## src/design/radio_ph_pkg.sv

```systemverilog
// constants, types and helpers for the radio queue and packet handler
package radio_ph_pkg;
  localparam logic [7:0] TXQ_PORT    = 8'h66;
  localparam logic [7:0] RXQ_PORT    = 8'h77;
  localparam logic [7:0] CTRL_ADDR   = 8'h10;
  localparam logic [7:0] MODE_ADDR   = 8'h11;
  localparam logic [7:0] FRST_ADDR   = 8'h12;
  localparam logic [7:0] TXTHR_ADDR  = 8'h13;
  localparam logic [7:0] RXTHR_ADDR  = 8'h14;
  localparam logic [7:0] PRELEN_ADDR = 8'h15;
  localparam logic [7:0] SYNCH_ADDR  = 8'h16;
  localparam logic [7:0] SYNCL_ADDR  = 8'h17;
  localparam logic [7:0] HDR_ADDR    = 8'h18;
  localparam logic [7:0] LEN_ADDR    = 8'h19;
  localparam logic [7:0] STAT_ADDR   = 8'h1A;
  localparam logic [7:0] TXCNT_ADDR  = 8'h1B;
  localparam logic [7:0] RXCNT_ADDR  = 8'h1C;
  // ctrl bits
  localparam int C_TXPH = 0, C_RXPH = 1, C_PRE = 2, C_SYNC = 3;
  localparam int C_HDR = 4, C_LEN = 5, C_CRC = 6, C_WHITEN = 7;
  // mode bits and fifo reset bits
  localparam int M_MANCH = 0, M_TXGO = 1, M_RXON = 2;
  localparam logic [7:0] MODE_MASK = 8'h05;
  localparam int Q_TX = 0, Q_RX = 1;
  // status bits
  localparam int ST_TXLOW = 0, ST_DONE = 1, ST_RXTHR = 2, ST_PRE = 3;
  localparam int ST_SYNC = 4, ST_GOOD = 5, ST_CRC = 6, ST_HDRX = 7;
  // reset values
  localparam logic [7:0] CTRL_RST   = 8'h00;
  localparam logic [7:0] TXTHR_RST  = 8'h00;
  localparam logic [7:0] RXTHR_RST  = 8'h20;
  localparam logic [7:0] PRELEN_RST = 8'h04;
  localparam logic [7:0] SYNC_H_RST = 8'h2D;
  localparam logic [7:0] SYNC_L_RST = 8'hD4;
  localparam logic [7:0] LEN_RST    = 8'h08;
  // queue and framing figures
  localparam logic [6:0]  QDEPTH        = 7'h40;
  localparam logic [7:0]  PREAMBLE_BYTE = 8'hAA;
  localparam logic [4:0]  PRE_DET_BITS  = 5'h10;
  localparam logic [4:0]  RUN_MAX       = 5'h1F;
  localparam logic [15:0] CRC_INIT      = 16'hFFFF;
  localparam logic [15:0] CRC_POLY      = 16'h1021;
  localparam logic [8:0]  PN_INIT       = 9'h1FF;
  localparam logic [7:0]  ONE_BYTE      = 8'h01;
  localparam logic [7:0]  TWO_BYTES     = 8'h02;
  // field order
  localparam logic [2:0] F_PRE = 3'h0, F_SYNC = 3'h1, F_HDR = 3'h2, F_LEN = 3'h3;
  localparam logic [2:0] F_DATA = 3'h4, F_CRC = 3'h5, F_NONE = 3'h6;

  typedef enum logic [2:0] {TX_IDLE = 3'b001, TX_SEND = 3'b010, TX_DONE = 3'b100} tx_state_t;
  typedef enum logic [3:0] {
    R_OFF = 4'b0001, R_PRE = 4'b0010, R_SYNC = 4'b0100, R_FLD = 4'b1000
  } rx_state_t;

  typedef struct packed {
    logic [7:0] addr;
    logic [7:0] wdata;
    logic       wr;
    logic       rd;
  } bus_req_t;

  function automatic logic [15:0] crc_step(input logic [15:0] c, input logic b);
    crc_step = (c[15] ^ b) ? ({c[14:0], 1'b0} ^ CRC_POLY) : {c[14:0], 1'b0};
  endfunction : crc_step

  function automatic logic [8:0] pn_step(input logic [8:0] p);
    pn_step = {p[0] ^ p[5], p[8:1]};
  endfunction : pn_step

  // first enabled field at or after from
  function automatic logic [2:0] field_from(input logic [2:0] from, input logic [5:0] en);
    field_from = F_NONE;
    for (int i = 5; i >= 0; i--) begin
      if (i >= int'(from) && en[i]) field_from = 3'(i);
    end
  endfunction : field_from

  function automatic logic [7:0] field_size(input logic [2:0] f, input logic [7:0] pl,
                                            input logic [7:0] dl);
    case (f)
      F_PRE:   field_size = pl;
      F_DATA:  field_size = dl;
      F_SYNC,
      F_CRC:   field_size = TWO_BYTES;
      default: field_size = ONE_BYTE;
    endcase
  endfunction : field_size
endpackage : radio_ph_pkg

```

## src/design/radio_fifo_packet_handler.sv

```systemverilog
// radio data queues and packet handler
//
// The implementer's own choice: strobed register access.
`timescale 1ns/1ps
// Contract
// two separate 64-byte queues, one transmit, one receive
// host write to port 66h pushes the byte into the transmit queue
// host read of port 77h pops and returns a receive queue byte
// transmit queue falling to its threshold raises an event
// with no more transmit data, leave transmit after the frame-done event
// receive queue at its threshold pulls the interrupt pin low
// receive indication means at least threshold bytes are readable
// host reads the receive queue on the receive interrupt
// queue reset command clears transmit, receive, or both queues
// packet handling enables separately for transmit and receive
// preamble, sync, header, length and crc are each configurable
// receive flags a valid preamble when detected
// receive flags sync detected when the sync word matches
// receive flags a good packet when all enabled checks pass
// receive flags a crc error on mismatch when crc is enabled
// receive de-whitens and manchester-decodes when enabled
// receive compares the header byte and reports agreement
// receive stores data bytes into the receive queue in order
// transmit sends preamble then sync ahead of the payload
// transmit data field is taken from the transmit queue in order
// transmit appends a crc over the protected fields when enabled
// transmit whitens and manchester-encodes when enabled
// queues count 0 to 64; full writes and empty reads are ignored
module radio_fifo_packet_handler
  import radio_ph_pkg::*;
(
  input  logic       clock,
  input  logic       rst,
  input  bus_req_t   bus,
  output logic [7:0] rd_data,
  input  logic       tx_bit_req,
  output logic       tx_bit,
  output logic       tx_active,
  input  logic       rx_chip_valid,
  input  logic       rx_chip,
  output logic       interrupt_request_n,
  output logic       packet_good_flag,
  output logic       frame_done_event
);
  typedef struct packed {
    logic [63:0][7:0] txq;
    logic [63:0][7:0] rxq;
    logic [5:0]       txw, txr, rxw, rxr;
    logic [6:0]       txc, rxc;
    logic [7:0]       ctrl, mode, txthr, rxthr, prelen, synch, syncl, hdr, plen, stat, rdata;
    tx_state_t        ts;
    logic [2:0]       tf, tbit;
    logic [7:0]       tcnt, tsh;
    logic             thalf, tlast, tbitout, tdone;
    logic [15:0]      tcrc;
    logic [8:0]       tpn;
    rx_state_t        rs;
    logic [2:0]       rf, rbit;
    logic [7:0]       rcnt, rsh, rlen;
    logic             rhalf, rfirst, rprev, hdr_ok, crc_ok, good;
    logic [4:0]       run;
    logic [15:0]      rhist, rcrc;
    logic [8:0]       rpn;
  } st_t;

  localparam st_t ST_INIT = '{ts: TX_IDLE, rs: R_OFF, ctrl: CTRL_RST, txthr: TXTHR_RST,
                              rxthr: RXTHR_RST, prelen: PRELEN_RST, synch: SYNC_H_RST,
                              syncl: SYNC_L_RST, plen: LEN_RST, tpn: PN_INIT, rpn: PN_INIT,
                              tcrc: CRC_INIT, rcrc: CRC_INIT, hdr_ok: 1'b1, crc_ok: 1'b1,
                              default: '0};

  st_t        s_reg, s_next;
  logic       tx_push, tx_pop, rx_push, rx_pop, tx_go, frst_wr, stat_rd, tx_start;
  logic       tph, rph, wh_t, wh_r, mn_t, mn_r, tld, tchip, rx_bv, rx_b, rx_d;
  logic       rx_restart, rx_fstart, hok, cok;
  logic [5:0] tfen, rfen;
  logic [2:0] lf, nf;
  logic [7:0] lc, rb, ev, rx_head;
  logic [15:0] hist_n;
  logic [4:0] run_n;

  assign rx_head = s_reg.rxq[s_reg.rxr];

  always_comb begin
    s_next = s_reg;
    ev = '0;
    tx_pop = 1'b0;
    rx_push = 1'b0;
    tld = 1'b0;
    lf = F_NONE;
    lc = '0;
    nf = F_NONE;
    tchip = 1'b0;
    rx_bv = 1'b0;
    rx_b = 1'b0;
    rx_d = 1'b0;
    rb = '0;
    rx_restart = 1'b0;
    rx_fstart = 1'b0;
    hok = s_reg.hdr_ok;
    cok = s_reg.crc_ok;
    hist_n = s_reg.rhist;
    run_n = s_reg.run;
    tph = s_reg.ctrl[C_TXPH];
    rph = s_reg.ctrl[C_RXPH];
    wh_t = tph & s_reg.ctrl[C_WHITEN];
    wh_r = rph & s_reg.ctrl[C_WHITEN];
    mn_t = tph & s_reg.mode[M_MANCH];
    mn_r = rph & s_reg.mode[M_MANCH];
    tfen = {tph & s_reg.ctrl[C_CRC], 1'b1, tph & s_reg.ctrl[C_LEN], tph & s_reg.ctrl[C_HDR],
            tph & s_reg.ctrl[C_SYNC], tph & s_reg.ctrl[C_PRE]};
    rfen = {rph & s_reg.ctrl[C_CRC], 1'b1, rph & s_reg.ctrl[C_LEN], rph & s_reg.ctrl[C_HDR],
            2'b00};
    // register port
    tx_push = bus.wr && bus.addr == TXQ_PORT && s_reg.txc != QDEPTH;
    rx_pop = bus.rd && bus.addr == RXQ_PORT && s_reg.rxc != 7'h00;
    tx_go = bus.wr && bus.addr == MODE_ADDR && bus.wdata[M_TXGO];
    frst_wr = bus.wr && bus.addr == FRST_ADDR;
    stat_rd = bus.rd && bus.addr == STAT_ADDR;
    if (bus.wr) begin
      case (bus.addr)
        CTRL_ADDR:   s_next.ctrl = bus.wdata;
        MODE_ADDR:   s_next.mode = bus.wdata & MODE_MASK;
        TXTHR_ADDR:  s_next.txthr = bus.wdata;
        RXTHR_ADDR:  s_next.rxthr = bus.wdata;
        PRELEN_ADDR: s_next.prelen = bus.wdata;
        SYNCH_ADDR:  s_next.synch = bus.wdata;
        SYNCL_ADDR:  s_next.syncl = bus.wdata;
        HDR_ADDR:    s_next.hdr = bus.wdata;
        LEN_ADDR:    s_next.plen = bus.wdata;
        default: ;
      endcase
    end
    s_next.rdata = '0;
    if (bus.rd) begin
      case (bus.addr)
        RXQ_PORT:    s_next.rdata = rx_pop ? rx_head : 8'h00;
        CTRL_ADDR:   s_next.rdata = s_reg.ctrl;
        MODE_ADDR:   s_next.rdata = s_reg.mode;
        TXTHR_ADDR:  s_next.rdata = s_reg.txthr;
        RXTHR_ADDR:  s_next.rdata = s_reg.rxthr;
        PRELEN_ADDR: s_next.rdata = s_reg.prelen;
        SYNCH_ADDR:  s_next.rdata = s_reg.synch;
        SYNCL_ADDR:  s_next.rdata = s_reg.syncl;
        HDR_ADDR:    s_next.rdata = s_reg.hdr;
        LEN_ADDR:    s_next.rdata = s_reg.plen;
        STAT_ADDR:   s_next.rdata = s_reg.stat;
        TXCNT_ADDR:  s_next.rdata = {1'b0, s_reg.txc};
        RXCNT_ADDR:  s_next.rdata = {1'b0, s_reg.rxc};
        default:     s_next.rdata = 8'h00;
      endcase
    end
    // transmit framer
    tx_start = 1'b0;
    case (s_reg.ts)
      TX_IDLE: tx_start = tx_go && s_reg.txc != 7'h00;
      TX_SEND: begin
        if (tx_bit_req) begin
          tchip = s_reg.tsh[7] ^ (wh_t && s_reg.tf >= F_HDR && s_reg.tpn[0]);
          if (mn_t && s_reg.thalf) begin
            s_next.tbitout = !s_reg.tlast;
            s_next.thalf = 1'b0;
          end else begin
            s_next.tbitout = tchip;
            s_next.tlast = tchip;
            s_next.thalf = mn_t;
          end
          if (!mn_t || s_reg.thalf) begin
            if (wh_t && s_reg.tf >= F_HDR) s_next.tpn = pn_step(s_reg.tpn);
            if (s_reg.tf >= F_HDR && s_reg.tf <= F_DATA) begin
              s_next.tcrc = crc_step(s_reg.tcrc, s_reg.tsh[7]);
            end
            s_next.tsh = {s_reg.tsh[6:0], 1'b0};
            s_next.tbit = 3'(s_reg.tbit + 3'h1);
            if (s_reg.tbit == 3'h7) begin
              if (8'(s_reg.tcnt + 8'h01) == field_size(s_reg.tf, s_reg.prelen, s_reg.plen)) begin
                nf = field_from(3'(s_reg.tf + 3'h1), tfen);
                if (nf == F_NONE) begin
                  s_next.ts = TX_DONE;
                end else begin
                  tld = 1'b1;
                  lf = nf;
                end
              end else begin
                tld = 1'b1;
                lf = s_reg.tf;
                lc = 8'(s_reg.tcnt + 8'h01);
              end
            end
          end
        end
      end
      TX_DONE: begin
        ev[ST_DONE] = 1'b1;
        tx_start = s_reg.txc != 7'h00;
        s_next.ts = TX_IDLE;
      end
      default: s_next.ts = TX_IDLE;
    endcase
    if (tx_start) begin
      tld = 1'b1;
      lf = field_from(F_PRE, tfen);
      s_next.ts = TX_SEND;
      s_next.tpn = PN_INIT;
      s_next.tcrc = CRC_INIT;
      s_next.thalf = 1'b0;
    end
    if (tld) begin
      s_next.tf = lf;
      s_next.tcnt = lc;
      s_next.tbit = 3'h0;
      case (lf)
        F_PRE:   s_next.tsh = PREAMBLE_BYTE;
        F_SYNC:  s_next.tsh = (lc == 8'h00) ? s_reg.synch : s_reg.syncl;
        F_HDR:   s_next.tsh = s_reg.hdr;
        F_LEN:   s_next.tsh = s_reg.plen;
        F_CRC:   s_next.tsh = (lc == 8'h00) ? s_next.tcrc[15:8] : s_next.tcrc[7:0];
        default: begin
          tx_pop = s_reg.txc != 7'h00;
          s_next.tsh = tx_pop ? s_reg.txq[s_reg.txr] : 8'h00;
        end
      endcase
    end
    s_next.tdone = ev[ST_DONE];
    // receive deframer
    if (rx_chip_valid && s_reg.rs != R_OFF) begin
      if (mn_r && !s_reg.rhalf) begin
        s_next.rfirst = rx_chip;
        s_next.rhalf = 1'b1;
      end else begin
        s_next.rhalf = 1'b0;
        rx_bv = 1'b1;
        rx_b = mn_r ? s_reg.rfirst : rx_chip;
      end
    end
    if (rx_bv) begin
      hist_n = {s_reg.rhist[14:0], rx_b};
      if (rx_b == s_reg.rprev) run_n = 5'h01;
      else run_n = (s_reg.run == RUN_MAX) ? RUN_MAX : 5'(s_reg.run + 5'h01);
      s_next.rhist = hist_n;
      s_next.run = run_n;
      s_next.rprev = rx_b;
      case (s_reg.rs)
        R_PRE: begin
          if (run_n >= PRE_DET_BITS) begin
            ev[ST_PRE] = 1'b1;
            if (s_reg.ctrl[C_SYNC]) s_next.rs = R_SYNC;
            else rx_fstart = 1'b1;
          end
        end
        R_SYNC: begin
          if (hist_n == {s_reg.synch, s_reg.syncl}) begin
            ev[ST_SYNC] = 1'b1;
            rx_fstart = 1'b1;
          end
        end
        R_FLD: begin
          rx_d = rx_b ^ (wh_r && s_reg.rf >= F_HDR && s_reg.rpn[0]);
          if (wh_r && s_reg.rf >= F_HDR) s_next.rpn = pn_step(s_reg.rpn);
          if (s_reg.rf <= F_DATA) s_next.rcrc = crc_step(s_reg.rcrc, rx_d);
          rb = {s_reg.rsh[6:0], rx_d};
          s_next.rsh = rb;
          s_next.rbit = 3'(s_reg.rbit + 3'h1);
          if (s_reg.rbit == 3'h7) begin
            case (s_reg.rf)
              F_HDR:   hok = hok && rb == s_reg.hdr;
              F_LEN:   s_next.rlen = rb;
              F_DATA:  rx_push = s_reg.rxc != QDEPTH;
              F_CRC:   cok = cok && rb == ((s_reg.rcnt == 8'h00) ? s_reg.rcrc[15:8]
                                                                  : s_reg.rcrc[7:0]);
              default: ;
            endcase
            s_next.hdr_ok = hok;
            s_next.crc_ok = cok;
            if (!rph) begin
              s_next.rcnt = '0;
            end else if (8'(s_reg.rcnt + 8'h01) ==
                         field_size(s_reg.rf, s_reg.prelen, s_reg.rlen)) begin
              nf = field_from(3'(s_reg.rf + 3'h1), rfen);
              if (nf == F_NONE) begin
                ev[ST_GOOD] = hok && cok;
                ev[ST_CRC] = !cok;
                ev[ST_HDRX] = !hok;
                rx_restart = 1'b1;
              end else begin
                s_next.rf = nf;
                s_next.rcnt = '0;
              end
            end else begin
              s_next.rcnt = 8'(s_reg.rcnt + 8'h01);
            end
          end
        end
        default: ;
      endcase
    end
    if (s_reg.rs == R_OFF && s_reg.mode[M_RXON]) rx_restart = 1'b1;
    if (rx_restart) begin
      s_next.run = '0;
      s_next.rhalf = 1'b0;
      if (rph && s_reg.ctrl[C_PRE]) s_next.rs = R_PRE;
      else if (rph && s_reg.ctrl[C_SYNC]) s_next.rs = R_SYNC;
      else rx_fstart = 1'b1;
    end
    if (rx_fstart) begin
      s_next.rs = R_FLD;
      s_next.rf = rph ? field_from(F_HDR, rfen) : F_DATA;
      s_next.rcnt = '0;
      s_next.rbit = '0;
      s_next.rpn = PN_INIT;
      s_next.rcrc = CRC_INIT;
      s_next.hdr_ok = 1'b1;
      s_next.crc_ok = 1'b1;
      s_next.rlen = s_reg.plen;
    end
    if (!s_reg.mode[M_RXON]) s_next.rs = R_OFF;
    s_next.good = ev[ST_GOOD];
    // queues
    if (tx_push) begin
      s_next.txq[s_reg.txw] = bus.wdata;
      s_next.txw = 6'(s_reg.txw + 6'h01);
    end
    if (tx_pop) s_next.txr = 6'(s_reg.txr + 6'h01);
    s_next.txc = 7'(s_reg.txc + {6'h00, tx_push} - {6'h00, tx_pop});
    if (rx_push) begin
      s_next.rxq[s_reg.rxw] = rb;
      s_next.rxw = 6'(s_reg.rxw + 6'h01);
    end
    if (rx_pop) s_next.rxr = 6'(s_reg.rxr + 6'h01);
    s_next.rxc = 7'(s_reg.rxc + {6'h00, rx_push} - {6'h00, rx_pop});
    if (frst_wr && bus.wdata[Q_TX]) begin
      s_next.txw = '0;
      s_next.txr = '0;
      s_next.txc = '0;
    end
    if (frst_wr && bus.wdata[Q_RX]) begin
      s_next.rxw = '0;
      s_next.rxr = '0;
      s_next.rxc = '0;
    end
    // threshold events judged on the settled count, so a same-cycle push and pop with the count at the threshold still raise one
    ev[ST_TXLOW] = tx_pop && {1'b0, s_next.txc} == s_reg.txthr;
    ev[ST_RXTHR] = rx_push && {1'b0, s_next.rxc} == s_reg.rxthr;
    s_next.stat = (stat_rd ? 8'h00 : s_reg.stat) | ev;
  end

  always_ff @(posedge clock or posedge rst) begin
    if (rst) s_reg <= ST_INIT;
    else s_reg <= s_next;
  end

  assign rd_data = s_reg.rdata;
  assign tx_bit = s_reg.tbitout;
  assign tx_active = s_reg.ts == TX_SEND;
  assign packet_good_flag = s_reg.good;
  assign frame_done_event = s_reg.tdone;
  assign interrupt_request_n = !((s_reg.rxthr != 8'h00 && {1'b0, s_reg.rxc} >= s_reg.rxthr)
                                 || s_reg.stat[ST_TXLOW] || s_reg.stat[ST_DONE]);
endmodule : radio_fifo_packet_handler

```

## config.mk

```make
export PLATFORM = sky130hd
export DESIGN_NAME = radio_fifo_packet_handler
export DESIGN_NICKNAME = d
export VERILOG_FILES = /design/src/design/radio_ph_pkg.sv /design/src/design/radio_fifo_packet_handler.sv
export SDC_FILE = /design/constraint.sdc
export NUM_CORES = 2
export LEC_CHECK = 0
export BUFFER_PORTS_ARGS = -buffer_cell sky130_fd_sc_hd__buf_2
export CORE_UTILIZATION = 42
export CTS_CLUSTER_SIZE = 28
export DETAILED_ROUTE_END_ITERATION = 8
export GPL_ROUTABILITY_DRIVEN = 0
export GPL_TIMING_DRIVEN = 0
export SLEW_MARGIN = 0
export SYNTH_ARGS = -nofsm -noshare
export SYNTH_HDL_FRONTEND = slang
export SYNTH_SLANG_ARGS = --single-unit
```

## constraint.sdc

```tcl
create_clock -name clock -period 77.3 [get_ports clock]
set_input_delay 3.865 -clock clock [delete_from_list [all_inputs] [get_ports clock]]
set_output_delay 3.865 -clock clock [all_outputs]
set_load 0.05 [all_outputs]
```

Word-level counts from Yosys, hierarchy flattened. Cells that the tools add are included.

Register bits after elaboration: 1284. Input port bits: 23. Output and inout port bits: 13. Logic and storage cells: 586.

Add/sub/neg operators: 15. Order comparisons: 22. Equality and inequality tests: 58. Multiplexer cells: 194. Bitwise operators: 22. Reductions and logical operators: 103.

Operators by type and width (number): bitwise mux 512 bit (2); 2-to-1 mux 8 bit (34); 2-to-1 mux 25 bit (6); 2-to-1 mux 3 bit (50); equality test 8 x 5 -> 1 bit, second input constant (13); one-hot mux 8 bit (13 select lines) (1); binary-select mux 8 bit (select 6 bit) (2); demux 8 bit (select 6 bit) (2); 2-to-1 mux 1 bit (51); one-hot mux 8 bit (3 select lines) (2); 2-to-1 mux 46 bit (1); nonzero test 2 bit (21); one-hot mux 8 bit (5 select lines) (1); logical AND 1 bit (38); 2-to-1 mux 34 bit (1); equality test 8 bit (4); 2-to-1 mux 16 bit (2); equality test 3 bit, second input constant (10); 2-to-1 mux 30 bit (1); less-than comparator 6 x 7 -> 1 bit, second input constant (4); 2-to-1 mux 4 bit (7); AND reduction 2 bit (14); 2-to-1 mux 13 bit (2); 2-to-1 mux 5 bit (5); other kinds (57) (140).

Depth between registers and ports, before layout.
Depth in word-level cells: 31. Mapped depth: 27. Gate-level depth less buffers: 24.

Worst setup path after synthesis. No wires, ideal clock.

Kind: input to register. Start: input bus[12] in the netlist's numbering. End: register s_reg[148] in the netlist's numbering. Library setup time: 104 ps. Arrival: 8103 ps. Data required time: 77196 ps. Setup slack: 69093 ps. Stages: 24. Buffers on the path: 2. Cells stage by stage: buf_2 -> nor3b_1 -> nand3_1 -> o41ai_1 -> nand2_1 -> nor4_1 -> a31oi_4 -> o2111ai_4 -> buf_6 -> inv_1 -> ha_1 -> inv_1 -> ha_1 -> inv_1 -> fa_1 -> inv_1 -> a21oi_1 -> nor2_1 -> o21ai_0 -> a21oi_1 -> or3_1 -> a21oi_1 -> xor2_1 -> o41ai_2.

RTL lines: start, declared (line radio_fifo_packet_handler.sv:34) `input bus_req_t bus,`; end signal, assigned (line radio_fifo_packet_handler.sv:349) `else s_reg <= s_next;`; end, declared (line radio_fifo_packet_handler.sv:72) `st_t s_reg, s_next;`.

==> key figures <==
Status
  • Status: complete, but fails checks
  • Failing checks: max-capacitance violations, max-slew violations

Drt
  • Final WL: 181.7 mm
  • Met2 wire len: 85.77 mm
  • Detailed-route DRC error count: 0
  • M1 wire length: 77.73 mm
  • Antenna viol nets, final: 0
  • Drt via density: 5.842
  • Top layer in use: met5
  • DR pass1 iterations: 6
  • Met3 wire length: 11.63 mm
  • Iter 0 DRT Violations: 3521
  • Routed WL per cell: 26.00 microns
  • Vias: 40830

Global route
  • All-Layer GR Usage: 0.2524
  • Vias in the first global route: 41460
  • First-pass GRT wire length: 275.7 mm
  • Initial antenna violation count: 5
  • Largest net degree at the start of global routing: 129
  • Gr ovfl total: 0

Pwr
  • Leak: 0.03059 uW
  • Power Density: 22.47 nW/um^2
  • VDD IR max: 0.00001961 V
  • Final Power: 1530 uW

Logic synthesis
  • Post-synth ARST share: 1.000
  • Cells after Synth: 4806
  • Synth Net Count: 4879
  • EDFF count, synth: 0
  • Avg Inst Size Synth: 12.60 sq um
  • Syn. warnings: 0
  • Sequential share of the synthesized area: 0.5309
  • Distinct cell type count after synthesis: 89
  • Synth Cell Area: 60530 sq um
  • #FFs+latches synth: 1281
  • Main synth FF type: dfrtp_1

Setup path
  • CP required: 77970 ps
  • Crit Path Max Fanout: 10
  • Setup crit end kind: flip-flop
  • Critical path data arrival time: 9670 ps
  • Crit Path Category: in2reg
  • CP Launch Type: input port

STA
  • Final Hold Viols: 0
  • Clock skew: 58.85 ps
  • RSZ-0062 raised after global routing: false
  • Period minus WS final: 9004 ps
  • Setup TNS: 0 ps
  • Worst hold margin: 472.9 ps
  • Max transition margin: -0.06024
  • Setup violations, final: 0
  • Max-slew violation count: 7
  • Slew @ Worst Pin: 1578 ps
  • Fin crit share: 0.1165
  • F_max: 0.1111 GHz

Die
  • Die Ht: 381.6 microns
  • Die width: 381.6 microns
  • Die area: 145700 sq um
  • Site Rows: 138
  • Core ar.: 142300 sq um
  • Starting Density: 0.4255
  • Top Ports: 36

Cells and area
  • Layout area overhead: 12.51%
  • Fillers: 12760
  • Max reg flops: 1269
  • NumNets Final: 5061
  • Util after Layout: 0.4787
  • Non-filler cells in the finished layout: 6988
  • Layout cells sized above 1: 0.2792

Clock network
  • Post-cts resize count: 0
  • CTS hold repair buffers: 0
  • H-tree Lvls: 4
  • Clk_lat worst skew: 790 ps
  • Setup fix buffers added after clock tree synthesis: 0
  • Num CTS Buffers: 142
  • Root Buffer: clkbuf_16
  • CTS tree: built
  • Max clock buf depth: 3
  • Clk sinks: 1281
  • Clk pin slew, worst setup/hold paths: 60 ps

Worst hold path
  • Hold crit path type: reg2reg

Placement
  • Final HPWL DP: 128.6 mm
  • IO buf count: 26
  • Inst Count DP: 6733

Run
  • Max_cap viols: 1
==> stage by stage <==
| stage | setup WS, ps | area [sq um] |
|---|---|---|
| after CTS | 68350 | 68090 |
| final | 68300 | 68110 |
| after detailed placement | 67530 | 63350 |
| after global placement | 23230 | 63030 |
| after global routing | 67990 | 68100 |
| after floorplan | 37440 | 60530 |
==> worst paths after layout <==
path / startpoint / endpoint / slack [ps] / cells after the start
setup / recovery: bus[15] / s_reg[148] / 68300 / 24
hold / removal: s_reg[613] / s_reg[613] / 470 / 2
setup reg to reg: s_reg[134] / s_reg[148] / 71280 / 26
hold reg to reg: s_reg[613] / s_reg[613] / 470 / 2
max in group asynchronous: rst / s_reg[983] / 71860 / 5
min in group asynchronous: rst / s_reg[229] / 3200 / 2
==> Yosys cell counts, types with 18 or more instances <==
cell | count | share of area
nand4_1 | 18 | 0.0019
a31oi_1 | 23 | 0.0024
mux2i_1 | 48 | 0.0079
buf_2 | 23 | 0.0019
nand3_1 | 89 | 0.0074
nor2_1 | 182 | 0.011
nand2_1 | 732 | 0.045
mux4_2 | 337 | 0.13
xnor2_1 | 48 | 0.0069
nor3_1 | 24 | 0.0020
a21oi_1 | 62 | 0.0051
ha_1 | 48 | 0.0099
buf_1 | 45 | 0.0028
inv_1 | 53 | 0.0033
o21ai_0 | 468 | 0.039
dfstp_2 | 65 | 0.028
dfrtp_1 | 1216 | 0.50
mux2_2 | 695 | 0.13
clkbuf_1 | 258 | 0.016
xor2_1 | 51 | 0.0074
==> layout by cell type, fill, tap and decap left out, types with 18 or more instances in the layout <==
master	Yosys	routed
a21oi_1	62	62
a31oi_1	23	23
buf_1	45	45
buf_2	23	49
clkbuf_1	258	296
clkbuf_16	0	144
clkbuf_8	0	28
dfrtp_1	1216	1216
dfstp_2	65	65
ha_1	48	48
inv_1	53	52
mux2_2	695	695
mux2i_1	48	48
mux4_2	337	337
nand2_1	732	732
nand3_1	89	89
nand4_1	18	18
nor2_1	182	182
nor3_1	24	23
o21ai_0	468	468
xnor2_1	48	48
xor2_1	51	51
==> worst max-delay path, stage by stage <==
cell	delay [ps]
buf_2	110
nor4b_2	800
nand3_1	460
o41ai_1	530
nand2_1	210
nor4_1	530
a31oi_4	160
o2111ai_4	390
buf_6	220
inv_1	60
ha_1	280
inv_1	40
ha_1	180
inv_1	70
fa_1	200
inv_1	50
a21oi_1	150
nor2_1	70
o21ai_0	170
a21oi_1	110
or3_1	350
a21oi_1	220
xor2_1	120
o41ai_2	300
==> layout make-up <==
class | count | area (sq um) | share of cell area
Sequential cell | 1281 | 32140 | 0.4719
Multi-Input combinational cell | 3129 | 26820 | 0.3938
Clock buffer | 212 | 4139 | 0.06077
Tap cell | 1890 | 2365 | 0.03472
Buffer | 342 | 1388 | 0.02037
Clock inverter | 40 | 604.3 | 0.008873
Timing Repair Buffer | 38 | 440.4 | 0.006467
Inverter | 54 | 210.2 | 0.003086
Antenna cell | 2 | 5.005 | 0.00007348
==> cells by family (layout without fill, tap and decap cells) <==
kind of cell	after synthesis	count (layout)	share of synthesized area
DFF	1281	1281	0.5309
adders and majority gates	50	50	0.01058
and+or+nand+nor	1202	1202	0.08658
xor gates and xnor gates	103	103	0.01581
other	0	2	0
buffers and inverters	396	686	0.02623
muxes	1082	1082	0.2631
AOI/OAI and AO/OA	692	692	0.06680
==> where the power goes <==
group / internal [uW] / switching (uW)
Sequential: 691 / 17.4
Clock: 400 / 288
Combinational: 50.7 / 83.1
==> routing by layer <==
layer / GRT usage / vias up
li1: - / 17730
met1: 0.3489 / 21430
met2: 0.4000 / 1329
met3: 0.04584 / 333
met4: 0.08733 / 4
met5: 0 / -
(Power assumes the default switching activity.)
